**src/logic/stf_pkg.sv**
```systemverilog
// shared constants, types and register map of the trigger/acquisition sequencer
package stf_pkg;
  // ****************************************
  // widths
  // ****************************************
  localparam int STF_AW = 26;
  localparam int STF_DW = 16;
  localparam int STF_PW = 16;
  // ****************************************
  // register byte offsets
  // ****************************************
  localparam logic [5:0] OFS_CTRL   = 6'h00;
  localparam logic [5:0] OFS_TMASK  = 6'h04;
  localparam logic [5:0] OFS_PWID   = 6'h08;
  localparam logic [5:0] OFS_DELAY  = 6'h0c;
  localparam logic [5:0] OFS_PRE    = 6'h10;
  localparam logic [5:0] OFS_POSTL  = 6'h14;
  localparam logic [5:0] OFS_POSTH  = 6'h18;
  localparam logic [5:0] OFS_MEMSZ  = 6'h1c;
  localparam logic [5:0] OFS_SEGSZ  = 6'h20;
  localparam logic [5:0] OFS_SLDIV  = 6'h24;
  localparam logic [5:0] OFS_SYDIV  = 6'h28;
  localparam logic [5:0] OFS_STATUS = 6'h2c;
  localparam logic [5:0] OFS_TSCNT  = 6'h30;
  // ****************************************
  // control field positions
  // ****************************************
  localparam int CB_MODE   = 0;
  localparam int CB_START  = 3;
  localparam int CB_STOP   = 4;
  localparam int CB_TOEN   = 5;
  localparam int CB_EDGE   = 6;
  localparam int CB_AND    = 8;
  localparam int CB_PWM    = 9;
  localparam int CB_GPOL   = 11;
  localparam int CB_CHLG   = 12;
  localparam int CB_TSZERO = 14;
  // ****************************************
  // limits and reset values
  // ****************************************
  localparam logic [32:0] PRE_MAX  = 33'h0_0000_1ff0;
  localparam logic [32:0] POST_MAX = 33'h1_ffff_fffc;
  localparam logic [32:0] LEN_MIN  = 33'h0_0000_0004;
  localparam logic [32:0] SEG_MIN  = 33'h0_0000_0008;
  localparam logic [32:0] DIV_MIN  = 33'h0_0000_0008;
  localparam logic [32:0] DIV_MAX  = 33'h0_0007_fff8;
  localparam logic [32:0] SYN_MIN  = 33'h0_0000_0002;
  localparam logic [32:0] SYN_MAX  = 33'h0_0000_1ffe;
  localparam logic [32:0] M_STEP4  = 33'h0_0000_0003;
  localparam logic [32:0] M_STEP8  = 33'h0_0000_0007;
  localparam logic [32:0] M_STEP2  = 33'h0_0000_0001;
  localparam logic [31:0] RST_SIZE = 32'h0000_0400;
  localparam logic [1:0]  ED_RISE  = 2'h0;
  localparam logic [1:0]  ED_FALL  = 2'h1;
  localparam logic [1:0]  PW_LONG  = 2'h1;
  localparam logic [1:0]  PW_SHORT = 2'h2;
  // ****************************************
  // types
  // ****************************************
  typedef enum logic [2:0] {
    MD_RING = 3'h0, MD_SEG = 3'h1, MD_GATE = 3'h2, MD_FIFO = 3'h3, MD_DUAL = 3'h4
  } stf_mode_type;
  typedef enum logic [4:0] {
    S_IDLE = 5'h01, S_PRE = 5'h02, S_ARM = 5'h04, S_POST = 5'h08, S_DONE = 5'h10
  } stf_state_type;
  typedef struct packed {
    logic        read;
    logic        write;
    logic [5:0]  address;
    logic [31:0] writedata;
    logic [3:0]  byteenable;
  } stf_bus_type;
  typedef struct packed {
    logic              we;
    logic [STF_AW-1:0] addr;
    logic [STF_DW-1:0] data;
  } stf_mem_type;
  typedef struct packed {
    logic        we;
    logic [15:0] seg;
    logic [47:0] stamp;
  } stf_ts_type;
endpackage

```
**src/logic/stf_acq.sv**
```systemverilog
// trigger qualification and segmented acquisition sequencer with avalon-mm registers
//
// Design decisions made here: the Avalon-MM register port and the address map.
module stf_acq
  import stf_pkg::*;
#(
  parameter int NSRC = 8
) (
  // clock and reset
  input  wire logic           sys_clk,
  input  wire logic           nrst,
  // register bus
  input  wire stf_pkg::stf_bus_type avs_req,
  output logic [31:0]         avs_readdata,
  output logic                avs_waitrequest,
  // sample stream and trigger inputs
  input  wire logic           smp_valid,
  input  wire logic [stf_pkg::STF_DW-1:0] smp_data,
  input  wire logic [NSRC-1:0] trg_src,
  input  wire logic           gate_in,
  // memory, timestamps and outputs
  output stf_pkg::stf_mem_type fast_mem,
  output stf_pkg::stf_mem_type slow_mem,
  output stf_pkg::stf_ts_type  ts_mem,
  output logic                trig_out,
  output logic                fifo_irq,
  output logic                sync_out
);
  import stf_pkg::*;
  localparam int SW = STF_AW + 1;
  if (NSRC < 1 || NSRC > 32) begin : g_chk
    $error("NSRC must be 1 to 32");
  end

  function automatic logic [32:0] clampm(input logic [32:0] v, lo, hi, m);
    logic [32:0] r;
    r = (v < lo) ? lo : ((v > hi) ? hi : v);
    return r & ~m;
  endfunction

  function automatic logic [31:0] bmerge(input logic [31:0] o, w, input logic [3:0] be);
    logic [31:0] r;
    r = o;
    for (int i = 0; i < 4; i++) begin
      if (be[i]) begin
        r[i*8 +: 8] = w[i*8 +: 8];
      end
    end
    return r;
  endfunction

  // ****************************************
  // reset release
  // ****************************************
  logic rs1_q;
  logic rst_n;
  always_ff @(posedge sys_clk or negedge nrst) begin
    if (!nrst) begin
      rs1_q <= 1'b0;
      rst_n <= 1'b0;
    end else begin
      rs1_q <= 1'b1;
      rst_n <= rs1_q;
    end
  end

  // ****************************************
  // registers
  // ****************************************
  logic [31:0] ctrl_q, ctrl_d, tmask_q, tmask_d, pwid_q, pwid_d, dly_q, dly_d;
  logic [31:0] pre_q, pre_d, postl_q, postl_d, posth_q, posth_d, msz_q, msz_d;
  logic [31:0] seg_q, seg_d, sldiv_q, sldiv_d, sydiv_q, sydiv_d;
  logic [31:0] rdat_q, rdat_d;
  logic        wait_q, wait_d, wacc, go, stop, tzero;
  logic [31:0] rmux;
  stf_state_type st_q, st_d;
  logic [15:0] nseg_q, nseg_d;
  logic [47:0] tcnt_q, tcnt_d;

  assign wacc  = avs_req.write && !wait_q;
  assign go    = wacc && avs_req.address == OFS_CTRL && avs_req.byteenable[0] && avs_req.writedata[CB_START];
  assign stop  = wacc && avs_req.address == OFS_CTRL && avs_req.byteenable[0] && avs_req.writedata[CB_STOP];
  assign tzero = wacc && avs_req.address == OFS_CTRL && avs_req.byteenable[1] && avs_req.writedata[CB_TSZERO];

  always_comb begin
    unique case (avs_req.address)
      OFS_CTRL:   rmux = ctrl_q;
      OFS_TMASK:  rmux = tmask_q;
      OFS_PWID:   rmux = pwid_q;
      OFS_DELAY:  rmux = dly_q;
      OFS_PRE:    rmux = pre_q;
      OFS_POSTL:  rmux = postl_q;
      OFS_POSTH:  rmux = posth_q;
      OFS_MEMSZ:  rmux = msz_q;
      OFS_SEGSZ:  rmux = seg_q;
      OFS_SLDIV:  rmux = sldiv_q;
      OFS_SYDIV:  rmux = sydiv_q;
      OFS_STATUS: rmux = {nseg_q, 11'h000, st_q};
      OFS_TSCNT:  rmux = tcnt_q[31:0];
      default:    rmux = 32'h0000_0000;
    endcase
    // one wait cycle per access, then the answer stands for a single cycle
    wait_d = !((avs_req.read || avs_req.write) && wait_q);
    rdat_d = (avs_req.read && wait_q) ? rmux : rdat_q;
    ctrl_d = ctrl_q; tmask_d = tmask_q; pwid_d = pwid_q; dly_d = dly_q;
    pre_d = pre_q; postl_d = postl_q; posth_d = posth_q; msz_d = msz_q;
    seg_d = seg_q; sldiv_d = sldiv_q; sydiv_d = sydiv_q;
    if (wacc) begin
      unique case (avs_req.address)
        OFS_CTRL:  ctrl_d  = bmerge(ctrl_q, avs_req.writedata, avs_req.byteenable);
        OFS_TMASK: tmask_d = bmerge(tmask_q, avs_req.writedata, avs_req.byteenable);
        OFS_PWID:  pwid_d  = bmerge(pwid_q, avs_req.writedata, avs_req.byteenable);
        OFS_DELAY: dly_d   = bmerge(dly_q, avs_req.writedata, avs_req.byteenable);
        OFS_PRE:   pre_d   = bmerge(pre_q, avs_req.writedata, avs_req.byteenable);
        OFS_POSTL: postl_d = bmerge(postl_q, avs_req.writedata, avs_req.byteenable);
        OFS_POSTH: posth_d = bmerge(posth_q, avs_req.writedata, avs_req.byteenable);
        OFS_MEMSZ: msz_d   = bmerge(msz_q, avs_req.writedata, avs_req.byteenable);
        OFS_SEGSZ: seg_d   = bmerge(seg_q, avs_req.writedata, avs_req.byteenable);
        OFS_SLDIV: sldiv_d = bmerge(sldiv_q, avs_req.writedata, avs_req.byteenable);
        OFS_SYDIV: sydiv_d = bmerge(sydiv_q, avs_req.writedata, avs_req.byteenable);
        default: ;
      endcase
      // start, stop and zero bits are strobes and never stick
      ctrl_d[CB_START] = 1'b0;
      ctrl_d[CB_STOP] = 1'b0;
      ctrl_d[CB_TSZERO] = 1'b0;
    end
  end

  always_ff @(posedge sys_clk or negedge rst_n) begin
    if (!rst_n) begin
      wait_q <= 1'b1; rdat_q <= 32'h0000_0000;
      ctrl_q <= 32'h0000_0000; tmask_q <= 32'h0000_0000;
      pwid_q <= 32'h0000_0000; dly_q <= 32'h0000_0000;
      pre_q <= 32'h0000_0004; postl_q <= 32'h0000_0100; posth_q <= 32'h0000_0000;
      msz_q <= RST_SIZE; seg_q <= RST_SIZE; sldiv_q <= 32'h0000_0008; sydiv_q <= 32'h0000_0002;
    end else begin
      wait_q <= wait_d; rdat_q <= rdat_d;
      ctrl_q <= ctrl_d; tmask_q <= tmask_d; pwid_q <= pwid_d; dly_q <= dly_d;
      pre_q <= pre_d; postl_q <= postl_d; posth_q <= posth_d; msz_q <= msz_d;
      seg_q <= seg_d; sldiv_q <= sldiv_d; sydiv_q <= sydiv_d;
    end
  end
  assign avs_readdata    = rdat_q;
  assign avs_waitrequest = wait_q;

  // ****************************************
  // effective settings
  // ****************************************
  stf_mode_type md, md_go;
  logic [1:0]  lg;
  logic [32:0] mlim, msz_e, seg_e, pre_e, post_e, div_e, syn_e, rsz;
  assign md = stf_mode_type'(ctrl_q[CB_MODE +: 3]);
  assign md_go = stf_mode_type'(avs_req.writedata[CB_MODE +: 3]);
  assign lg = ctrl_q[CB_CHLG +: 2];
  always_comb begin
    mlim   = (33'h0_0000_0001 << STF_AW) >> lg;
    msz_e  = clampm({1'b0, msz_q}, SEG_MIN, mlim, M_STEP4);
    seg_e  = clampm({1'b0, seg_q}, SEG_MIN, mlim >> 1, M_STEP4);
    if (seg_e > msz_e) begin
      seg_e = msz_e;
    end
    pre_e  = clampm({1'b0, pre_q}, LEN_MIN, PRE_MAX >> lg, M_STEP4);
    if (pre_e >= seg_e) begin
      pre_e = seg_e - LEN_MIN;
    end
    post_e = clampm({posth_q[0], postl_q}, LEN_MIN, POST_MAX, M_STEP4);
    div_e  = clampm({1'b0, sldiv_q}, DIV_MIN, DIV_MAX, M_STEP8);
    syn_e  = clampm({1'b0, sydiv_q}, SYN_MIN, SYN_MAX, M_STEP2);
    rsz    = (md == MD_RING || md == MD_FIFO) ? msz_e : seg_e;
  end

  // ****************************************
  // trigger qualification
  // ****************************************
  logic [NSRC-1:0] prv_q, ev;
  logic [NSRC-1:0] msk;
  logic            lvl, lvl_q, edg, pend, fire;
  logic [STF_PW-1:0] pwc_q, pwc_d, dcnt_q, dcnt_d;
  logic            dact_q, dact_d;
  assign msk = tmask_q[NSRC-1:0];
  for (genvar i = 0; i < NSRC; i++) begin : g_src
    always_ff @(posedge sys_clk or negedge rst_n) begin
      if (!rst_n) begin
        prv_q[i] <= 1'b0;
      end else if (smp_valid) begin
        prv_q[i] <= trg_src[i];
      end
    end
    // masks apply regardless of which channels are recorded
    assign ev[i] = msk[i] && (
      (ctrl_q[CB_EDGE +: 2] != ED_FALL && trg_src[i] && !prv_q[i]) ||
      (ctrl_q[CB_EDGE +: 2] != ED_RISE && !trg_src[i] && prv_q[i]));
  end
  always_comb begin
    lvl  = ctrl_q[CB_AND] ? &(trg_src | ~msk) && |msk : |(trg_src & msk);
    edg  = ctrl_q[CB_AND] ? lvl && |ev : |ev;
    pwc_d = lvl ? ((pwc_q == '1) ? pwc_q : pwc_q + 1'b1) : '0;
    unique case (ctrl_q[CB_PWM +: 2])
      PW_LONG:  pend = smp_valid && lvl_q && !lvl && pwc_q > pwid_q[STF_PW-1:0];
      PW_SHORT: pend = smp_valid && lvl_q && !lvl && pwc_q < pwid_q[STF_PW-1:0];
      default:  pend = smp_valid && edg;
    endcase
    dact_d = dact_q;
    dcnt_d = dcnt_q;
    fire   = 1'b0;
    if (smp_valid && dact_q) begin
      dcnt_d = dcnt_q - 1'b1;
      if (dcnt_q == 1) begin
        dact_d = 1'b0;
        fire   = 1'b1;
      end
    end else if (pend) begin
      if (dly_q[STF_PW-1:0] == '0) begin
        fire = 1'b1;
      end else begin
        dact_d = 1'b1;
        dcnt_d = dly_q[STF_PW-1:0];
      end
    end
  end
  always_ff @(posedge sys_clk or negedge rst_n) begin
    if (!rst_n) begin
      lvl_q <= 1'b0; pwc_q <= '0; dcnt_q <= '0; dact_q <= 1'b0;
    end else begin
      if (smp_valid) begin
        lvl_q <= lvl;
        pwc_q <= pwc_d;
      end
      dcnt_q <= dcnt_d; dact_q <= dact_d;
    end
  end

  // ****************************************
  // acquisition sequencer
  // ****************************************
  logic [STF_AW-1:0] off_q, off_d, base_q, base_d, sp_q, sp_d;
  logic [32:0]  cnt_q, cnt_d;
  logic [19:0]  slc_q, slc_d;
  logic [12:0]  syc_q, syc_d;
  logic [13:0]  rac_q, rac_d;
  logic         gact, hit, acc, irq_d, tout_d, sync_d, last;
  stf_mem_type  fm_d, sm_d, fm_q, sm_q;
  stf_ts_type   ts_d, ts_q;
  logic         tout_q, irq_q, sync_q;
  assign gact = (gate_in == ctrl_q[CB_GPOL]);
  assign hit  = (md == MD_GATE) ? gact : fire;
  always_comb begin
    st_d = st_q; off_d = off_q; base_d = base_q; cnt_d = cnt_q; nseg_d = nseg_q;
    sp_d = sp_q; slc_d = slc_q; syc_d = syc_q; sync_d = sync_q;
    rac_d = (st_q != S_PRE) ? '0 : rac_q + 14'(smp_valid);
    acc = 1'b0; irq_d = 1'b0; last = 1'b0;
    tcnt_d = tzero ? '0 : (smp_valid ? tcnt_q + 1'b1 : tcnt_q);
    fm_d = '0;
    fm_d.addr = base_q + off_q;
    fm_d.data = smp_data;
    sm_d = '0;
    sm_d.addr = sp_q;
    sm_d.data = smp_data;
    tout_d = fire && ctrl_q[CB_TOEN];
    if (smp_valid) begin
      syc_d = (33'(syc_q) + 1'b1 >= (syn_e >> 1)) ? '0 : syc_q + 1'b1;
      sync_d = (syc_d == '0) ? !sync_q : sync_q;
    end
    unique case (st_q)
      S_IDLE, S_DONE: begin
        if (go) begin
          st_d = (md_go == MD_RING || md_go == MD_FIFO) ? S_ARM : S_PRE;
          off_d = '0; base_d = '0; cnt_d = '0; nseg_d = '0; sp_d = '0; slc_d = '0;
          tcnt_d = '0;
        end
      end
      S_PRE, S_ARM, S_POST: begin
        if (smp_valid) begin
          // pre-area keeps circling inside its own segment until the hit
          fm_d.we = 1'b1;
          off_d = (33'(off_q) + 1'b1 >= rsz) ? '0 : off_q + 1'b1;
          if (md == MD_DUAL) begin
            slc_d = (33'(slc_q) + 1'b1 >= div_e) ? '0 : slc_q + 1'b1;
            sm_d.we = (slc_q == '0);
            sp_d = sm_d.we ? ((33'(sp_q) + 1'b1 >= msz_e) ? '0 : sp_q + 1'b1) : sp_q;
          end
          if (md == MD_FIFO) begin
            irq_d = (33'(off_q) + 1'b1 == rsz) || (33'(off_q) + 1'b1 == (rsz >> 1));
            acc = (st_q == S_ARM) && hit;
          end else if (st_q == S_PRE) begin
            cnt_d = cnt_q + 1'b1;
            if (cnt_q + 1'b1 >= pre_e) begin
              st_d = S_ARM;
            end
          end else if (st_q == S_ARM) begin
            if (hit) begin
              acc = 1'b1;
              st_d = S_POST;
              cnt_d = post_e;
            end
          end else if (md == MD_GATE && gact) begin
            cnt_d = post_e;
          end else if (cnt_q <= 33'h0_0000_0001) begin
            last = 1'b1;
            nseg_d = nseg_q + 1'b1;
            if (md == MD_RING || 34'(base_q) + 34'(rsz) + 34'(rsz) > 34'(msz_e)) begin
              st_d = S_DONE;
            end else begin
              base_d = base_q + rsz[STF_AW-1:0];
              off_d = '0;
              cnt_d = '0;
              st_d = S_PRE;
            end
          end else begin
            cnt_d = cnt_q - 1'b1;
          end
        end
        if (stop) begin
          st_d = S_DONE;
        end
      end
      default: st_d = S_IDLE;
    endcase
    ts_d = '0;
    ts_d.we = acc;
    ts_d.seg = nseg_q;
    ts_d.stamp = tcnt_q;
  end
  always_ff @(posedge sys_clk or negedge rst_n) begin
    if (!rst_n) begin
      st_q <= S_IDLE; off_q <= '0; base_q <= '0; cnt_q <= '0; nseg_q <= '0;
      sp_q <= '0; slc_q <= '0; syc_q <= '0; sync_q <= 1'b0; tcnt_q <= '0; rac_q <= '0;
      fm_q <= '0; sm_q <= '0; ts_q <= '0; tout_q <= 1'b0; irq_q <= 1'b0;
    end else begin
      st_q <= st_d; off_q <= off_d; base_q <= base_d; cnt_q <= cnt_d; nseg_q <= nseg_d;
      sp_q <= sp_d; slc_q <= slc_d; syc_q <= syc_d; sync_q <= sync_d; tcnt_q <= tcnt_d; rac_q <= rac_d;
      fm_q <= fm_d; sm_q <= sm_d; ts_q <= ts_d; tout_q <= tout_d; irq_q <= irq_d;
    end
  end
  assign fast_mem = fm_q;
  assign slow_mem = sm_q;
  assign ts_mem   = ts_q;
  assign trig_out = tout_q;
  assign fifo_irq = irq_q;
  assign sync_out = sync_q;
endmodule

```
**config.mk**
```make
export PLATFORM = sky130hd
export DESIGN_NAME = stf_acq
export DESIGN_NICKNAME = d
export VERILOG_FILES = /design/src/logic/stf_pkg.sv /design/src/logic/stf_acq.sv
export SDC_FILE = /design/constraint.sdc
export NUM_CORES = 2
export LEC_CHECK = 0
export BUFFER_PORTS_ARGS = -buffer_cell sky130_fd_sc_hd__buf_2
export CORE_MARGIN = 8
export CORE_UTILIZATION = 42
export DETAILED_ROUTE_END_ITERATION = 12
export SYNTH_ARGS = -nofsm -noshare
export SYNTH_HDL_FRONTEND = slang
export SYNTH_SLANG_ARGS = --single-unit
```
**constraint.sdc**
```tcl
create_clock -name sys_clk -period 30.1 [get_ports sys_clk]
set_clock_uncertainty 0.2 [all_clocks]
set_input_delay 1.505 -clock sys_clk [delete_from_list [all_inputs] [get_ports sys_clk]]
set_output_delay 1.505 -clock sys_clk [all_outputs]
set_load 0.02 [all_outputs]
```
# Yosys cells after proc, flatten, opt, wreduce, memory -nomap -nowiden
# Index checks and enable logic that the tools add are counted.
word_totals:
  reg_bits: 777
  input_bits: 72
  out_inout_bits: 187
  word_cells: 451
classes:
  n_addsub: 19
  order_cmp: 23
  eq_ne: 50
  shifts: 2
  muxes: 111
  bitwise: 3
  reduce_logical: 163
op_table:
  columns: ["operator", "n"]
  rows:
  - ["$mux 33", 18]
  - ["$mux 26", 20]
  - ["$pmux 32 s13", 1]
  - ["$mux 16", 12]
  - ["$mux 32", 6]
  - ["$mux 48", 4]
  - ["$pmux 26 s2", 3]
  - ["$reduce_and 3->1", 46]
  - ["$ge 33x33->1", 3]
  - ["$gt 32x33->1", 3]
  - ["$lt 32x4->1 const B", 3]
  - ["$mux 20", 4]
  - ["$pmux 33 s2", 1]
  - ["$logic_and 1x1->1", 60]
  - ["$mux 5", 11]
  - ["$add 26x1->27 const B", 2]
  - ["$add 26x1->26 const B", 2]
  - ["$add 26x26->26", 2]
  - ["$add 48x1->48 const B", 1]
  - ["$pmux 20 s2", 1]
  - ["$add 26x33->34", 1]
  - ["$add 34x33->34", 1]
  - ["$gt 34x33->1", 1]
  - ["$add 33x1->33 const B", 1]
  - ["other kinds (74)", 164]

# Longest topological paths before layout
depth:
  word_depth: 20
  depth_mapped: 46
  mapped_depth_nobuf: 40

# Worst setup path before layout
# Ideal clock, no wire load.
synth_timing:
  path_type: "register -> register"
  start: "register ctrl_q[13]"
  end: "register off_q[6]"
  setup_time_ns: 0.082
  t_arrival_ns: 9.168
  slack_ns: 20.650
  stages_incl_launch_ff: 42
  period_less_slack_ns: 9.450
  cell_sequence: "dfrtp_1 > or2_2 > ha_1 > o21ai_0 > a21oi_1 > nor3_1 > clkbuf_1 > clkbuf_1 > nor4_1 > a21oi_2 > ha_1 > a21o_1 > a21oi_1 > o311ai_1 > and4b_1 > buf_2 > o21ai_2 > buf_2 > (+6 left out) > o21ai_1 > a2111oi_0 > o31a_1 > o31a_1 > a221oi_1 > o21a_1 > nor3_1 > ha_1 > nand4_1 > nor4_1 > and3_1 > o2111ai_1 > a31oi_1 > o2111ai_1 > nor2_1 > clkbuf_1 > o21ai_0 > a31oi_1"
synth_between:
  elab_chain_len: 19
  word_cells_on_any_way: 24
  classes_between: "2 x add/sub; 5 x order compare; 1 x shift; 15 x mux; 1 x reduce/logical"
synth_rtl:
  columns: ["item", "line", "rtl"]
  rows:
  - ["start: declaration", "stf_acq.sv:70", "logic [31:0] ctrl_q, ctrl_d, tmask_q, tmask_d, pwid_q, pwid_d, dly_q, dly_d;"]
  - ["start signal: assignment", "stf_acq.sv:139", "ctrl_q <= ctrl_d; tmask_q <= tmask_d; pwid_q <= pwid_d; dly_q <= dly_d;"]
  - ["$shr 27x2->33 *", "stf_acq.sv:157", "mlim = (33'h0_0000_0001 << STF_AW) >> lg;"]
  - ["$gt 32x33->1 or $gt 32x32->1 (tied branches)", "stf_acq.sv:37", "r = (v < lo) ? lo : ((v > hi) ? hi : v);"]
  - ["$mux 33 or $mux 32 (tied branches) (2 in series)", "stf_acq.sv:37", null]
  - ["$gt 32x33->1", "stf_acq.sv:160", "if (seg_e > msz_e) begin"]
  - ["$mux 33", "stf_acq.sv:160", null]
  - ["$mux 33", "stf_acq.sv:170", "rsz = (md == MD_RING || md == MD_FIFO) ? msz_e : seg_e;"]
  - ["$add 26x33->34", "stf_acq.sv:302", "if (md == MD_RING || 34'(base_q) + 34'(rsz) + 34'(rsz) > 34'(msz_e)) begin"]
  - ["$add 34x33->34", "stf_acq.sv:302", null]
  - ["(+2 left out)", null, null]
  - ["$mux 26", "stf_acq.sv:302", null]
  - ["$mux 26", "stf_acq.sv:299", "end else if (cnt_q <= 33'h0_0000_0001) begin"]
  - ["$mux 26", "stf_acq.sv:297", "end else if (md == MD_GATE && gact) begin"]
  - ["$mux 26", "stf_acq.sv:291", "end else if (st_q == S_ARM) begin"]
  - ["$mux 26", "stf_acq.sv:286", "end else if (st_q == S_PRE) begin"]
  - ["$mux 26 *", "stf_acq.sv:283", "if (md == MD_FIFO) begin"]
  - ["$mux 26 *", "stf_acq.sv:274", "if (smp_valid) begin"]
  - ["$pmux 26 s2 *", "stf_acq.sv:265", "unique case (st_q)"]
  - ["end signal: assignment", "stf_acq.sv:327", "st_q <= S_IDLE; off_q <= '0; base_q <= '0; cnt_q <= '0; nseg_q <= '0;"]
  - ["end signal: assignment", "stf_acq.sv:331", "st_q <= st_d; off_q <= off_d; base_q <= base_d; cnt_q <= cnt_d; nseg_q <= nseg_d;"]
  - ["end: declaration", "stf_acq.sv:237", "logic [STF_AW-1:0] off_q, off_d, base_q, base_d, sp_q, sp_d;"]
# Mark *: on every way between the ends. The rest lies on a longest branch, timed or not. The select of a mux whose other input is x is not followed.
# A chain may end at the register's enable or synchronous reset.

# Final worst setup path
layout_timing:
  start: "register msz_q[18]"
  end: "register off_q[6]"
layout_between:
  elab_chain_len: 18
  word_cells_on_any_way: 21
  classes_between: "2 x add/sub; 5 x order compare; 13 x mux; 1 x reduce/logical"
layout_rtl:
  columns: ["item", "line", "rtl"]
  rows:
  - ["start: declaration", "stf_acq.sv:71", "logic [31:0] pre_q, pre_d, postl_q, postl_d, posth_q, posth_d, msz_q, msz_d;"]
  - ["start signal: assignment", "stf_acq.sv:140", "pre_q <= pre_d; postl_q <= postl_d; posth_q <= posth_d; msz_q <= msz_d;"]
  - ["$gt 32x33->1", "stf_acq.sv:37", null]
  - ["$mux 33", "stf_acq.sv:37", null]
  - ["$mux 33 *", "stf_acq.sv:37", null]
  - ["$gt 32x33->1", "stf_acq.sv:160", null]
  - ["$mux 33", "stf_acq.sv:160", null]
  - ["$mux 33", "stf_acq.sv:170", null]
  - ["$add 26x33->34", "stf_acq.sv:302", null]
  - ["$add 34x33->34", "stf_acq.sv:302", null]
  - ["(+2 left out)", null, null]
  - ["$mux 26", "stf_acq.sv:302", null]
  - ["$mux 26", "stf_acq.sv:299", null]
  - ["$mux 26", "stf_acq.sv:297", null]
  - ["$mux 26", "stf_acq.sv:291", null]
  - ["$mux 26", "stf_acq.sv:286", null]
  - ["$mux 26 *", "stf_acq.sv:283", null]
  - ["$mux 26 *", "stf_acq.sv:274", null]
  - ["$pmux 26 s2 *", "stf_acq.sv:265", null]
# Marked as above.

==> run_results.csv <==
group,metric,value,unit
worst_setup_path,critPathMostFrequentCell,"ha_1",
sta,tightestPinTransition,1143,ps
die,die_w,348.9,um
clock_tree,root_buffer,"clkbuf_16",
sta,rsz0062_at_grt,"false",
status,status,"completed",
global_routing,grt.overflow.total,0,
placed_design,hpwlAfterDp,124100,um
logic_synthesis,yosysTopAreaCell,"dfrtp_1",
clock_tree,cts_tree,"built",
die,rows,122,
die,pin_count,259,
clock_tree,clock_latency,700,ps
sta,hold_viol,0,
logic_synthesis,synth_seq_cells,775,
worst_setup_path,cp_data_required_time,30470,ps
clock_tree,ctsHoldBuffers,0,
sta,totalNegativeSetupSlack,0,ps
sta,setup_viol,0,
worst_setup_path,critPathMaxFanout,18,
global_routing,grt_antenna_before_repair,15,
logic_synthesis,synth_top_area_share,41.23,%
clock_tree,cts.sinks,775,
sta,fmax,80.00,MHz
die,fp.dieH,348.9,um
power,irDropWorstVdd,0.06115,mV
logic_synthesis,yosysSeqAreaShare,41.68,%
routing,routed_wl,166300,um
placed_design,dp_slack,17780,ps
layout,drive_gt1_share,18.98,%
global_routing,grt_usage,26.47,%
routing,first_pass_iters,7,
routing,drc_errors,0,
worst_setup_path,critPathSlowestCell,"nor2_1",
worst_setup_path,path_delay_family,"compound AO/OA/AOI/OAI gates",
layout,area_growth,12.80,%
logic_synthesis,synthCells,4652,
routing,vias,38950,
worst_setup_path,slowest_delay,710,ps
placed_design,place_congestion,0.9748,
routing,viasPerCell,6.045,
routing,drt-initial-drc-count,3991,
clock_tree,numCtsBuffers,87,
clock_tree,cts.clk_slew.worst_paths,60,ps
run,maxCapViolCount,0,
worst_setup_path,worst-path-buf-inv,2,
clock_tree,cts_resized,0,
logic_synthesis,ys_warn_count,0,
logic_synthesis,synth_area,0.04655,mm2
power,leakagePower,25.42,nW
worst_hold_path,hp-class,"reg2reg",
clock_tree,post_cts_buffers,0,
global_routing,grt_pass1_vias,37650,
die,initial_core_util,42.18,%
placed_design,io_buffers,258,
worst_setup_path,worstSetupPathType,"reg2reg",
worst_setup_path,end_kind,"flop",
logic_synthesis,synth-edff-count,0,
logic_synthesis,ys_async_sr_fraction,100.0,%
die,die_area,0.1217,mm2
worst_setup_path,startpoint_type,"flop",
sta,drv_slew,0,
logic_synthesis,synth_area_per_cell,10.01,um2
die,core,0.1104,mm2
worst_setup_path,cp.arrival,12880,ps
global_routing,grt_pass1_wl,248200,um
logic_synthesis,synth_cell_types,105,
power,p_per_area,68.70,mW/mm2
routing,ant_nets,0,
sta,setup_slack,17600,ps
logic_synthesis,ys_dominant_reg_cell,"dfrtp_1",
sta,slew-limit-headroom,23.36,%
clock_tree,clk_path_buf_depth,3,
sta,min_period,12500,ps
clock_tree,cts_htree_levels,3,
global_routing,grt_max_degree,181,
layout,layout.nets,5269,
routing,routedWlPerCell,25.81,um
sta,period_share,41.53,%
logic_synthesis,synthTopCellsByArea,"dfrtp_1, mux2_2, ha_1",
==> Yosys cell counts (15+ instances only) <==
cell,number
dfrtp_1,767
mux2_2,368
nor2_1,368
nand2_1,361
ha_1,323
a21oi_1,201
clkbuf_1,184
o21ai_0,165
xnor2_1,146
xor2_1,144
inv_1,139
nand3_1,135
and3_1,94
nor3_1,93
a31oi_1,77
nand4_1,73
nor4_1,69
a22oi_1,66
a21o_1,64
a221oi_1,62
or3_1,51
a222oi_1,45
nand2b_1,41
o31ai_1,40
o21a_1,37
nor2b_1,35
mux2i_1,33
a22o_1,31
and2_1,30
o21ai_1,28
o41ai_1,27
o211ai_1,25
a211oi_1,24
buf_2,24
nand3b_1,24
and4_1,20
buf_4,20
a41oi_1,15
==> per-stage QoR <==
stage / utilization [%] / hold slack [ps] / std cells / total power [W] / instance area (um2)
final: 47.58 / 148.6 / 6443 / 0.003607 / 52510
after global routing: 47.54 / 174.3 / 6429 / 0.003796 / 52470
after detailed placement: 44.84 / 137.1 / 6271 / 0.002496 / 49490
after CTS: 47.54 / 151.5 / 6429 / 0.003617 / 52470
after global placement: 44.84 / 133.5 / 6271 / 0.002486 / 49490
after floorplan: - / 131.2 / 4701 / 0.002126 / 46730
==> metal layers <==
layer	wire length (um)	GRT usage, %	share of wire, %	vias up
li1	-	-	-	17580
met1	70380	35.79	42	19410
met2	75040	41.82	45	1662
met3	13510	4.965	8.1	301
met4	7367	10.63	4.4	2
met5	13	0	0.0078	-
==> path summary, 6_finish.rpt <==
path	start	end	slack, ps	cells past startpoint
max in group asynchronous	rst_n$_DFF_PN0_	base_q[20]$_DFFE_PN0P_	25360	4
setup / recovery	msz_q[18]$_DFFE_PN0P_	off_q[6]$_DFFE_PN0P_	17600	35
hold / removal	rs1_q$_DFF_PN0_	rst_n$_DFF_PN0_	150	0
setup reg to reg	msz_q[18]$_DFFE_PN0P_	off_q[6]$_DFFE_PN0P_	17600	35
min in group asynchronous	rst_n$_DFF_PN0_	ts_mem[57]$_DFF_PN0_	250	0
hold reg to reg	rs1_q$_DFF_PN0_	rst_n$_DFF_PN0_	150	0
==> power by group <==
group,total [W],switching [W],internal (W)
Combinational,0.00123,0.000766,0.000465
Sequential,0.00127,0.000141,0.00113
Clock,0.00110,0.000470,0.000635
Total,0.00361,0.00138,0.00223
==> kinds of logic (layout without fill, tap and decap cells) <==
family	Yosys count	count (layout)	share of synthesized area, %
AND/OR/NAND/NOR	1461	1461	15.85
AO/OA/AOI/OAI	1011	1011	15.05
flip-flops	775	775	41.68
multiplexers	406	406	9.854
buffers and inverters	382	622	3.322
adder cells (fa/ha/maj)	325	325	8.768
XOR/XNOR	290	290	5.457
other	2	65	0.01613
==> layout make-up <==
type	instances	area (um2)
Multi-Input combinational cell	3544	25880
Antenna cell	14	35.03
Clock buffer	116	2467
Inverter	142	533.0
Sequential cell	775	19410
Clock inverter	42	514.2
Timing Repair Buffer	322	1809
Fill cell	10410	57860
Tap cell	1488	1862
==> cell usage in the layout, fill, tap and decap left out, drive strengths merged, types with 37 or more instances in the layout <==
master	Yosys	routed
nand4	73	73
nand2b	41	41
a22oi	66	66
nand3	136	136
o21a	37	37
a21o	65	65
xor2	144	144
conb	2	51
inv	142	145
buf	56	322
nor2	369	369
dfrtp	767	767
and3	94	94
a222oi	45	45
nor3	98	98
nor4	78	78
or3	52	52
ha	323	323
o21ai	196	196
a31oi	77	77
clkbuf	184	116
xnor2	146	146
a221oi	62	62
o31ai	40	40
mux2	368	368
a21oi	209	209
nand2	361	361
==> flip-flops by register name (all words and copies together), names as in the netlist, 29 cells and up <==
name,cells
tmask_q,32
seg_q,32
postl_q,32
ctrl_q,29
slow_mem,43
tcnt_q,48
ts_mem,65
cnt_q,33
avs_readdata,32
sldiv_q,32
msz_q,32
posth_q,32
dly_q,32
pwid_q,32
pre_q,32
sydiv_q,32
Note: power is estimated with default switching activity, not from simulation.
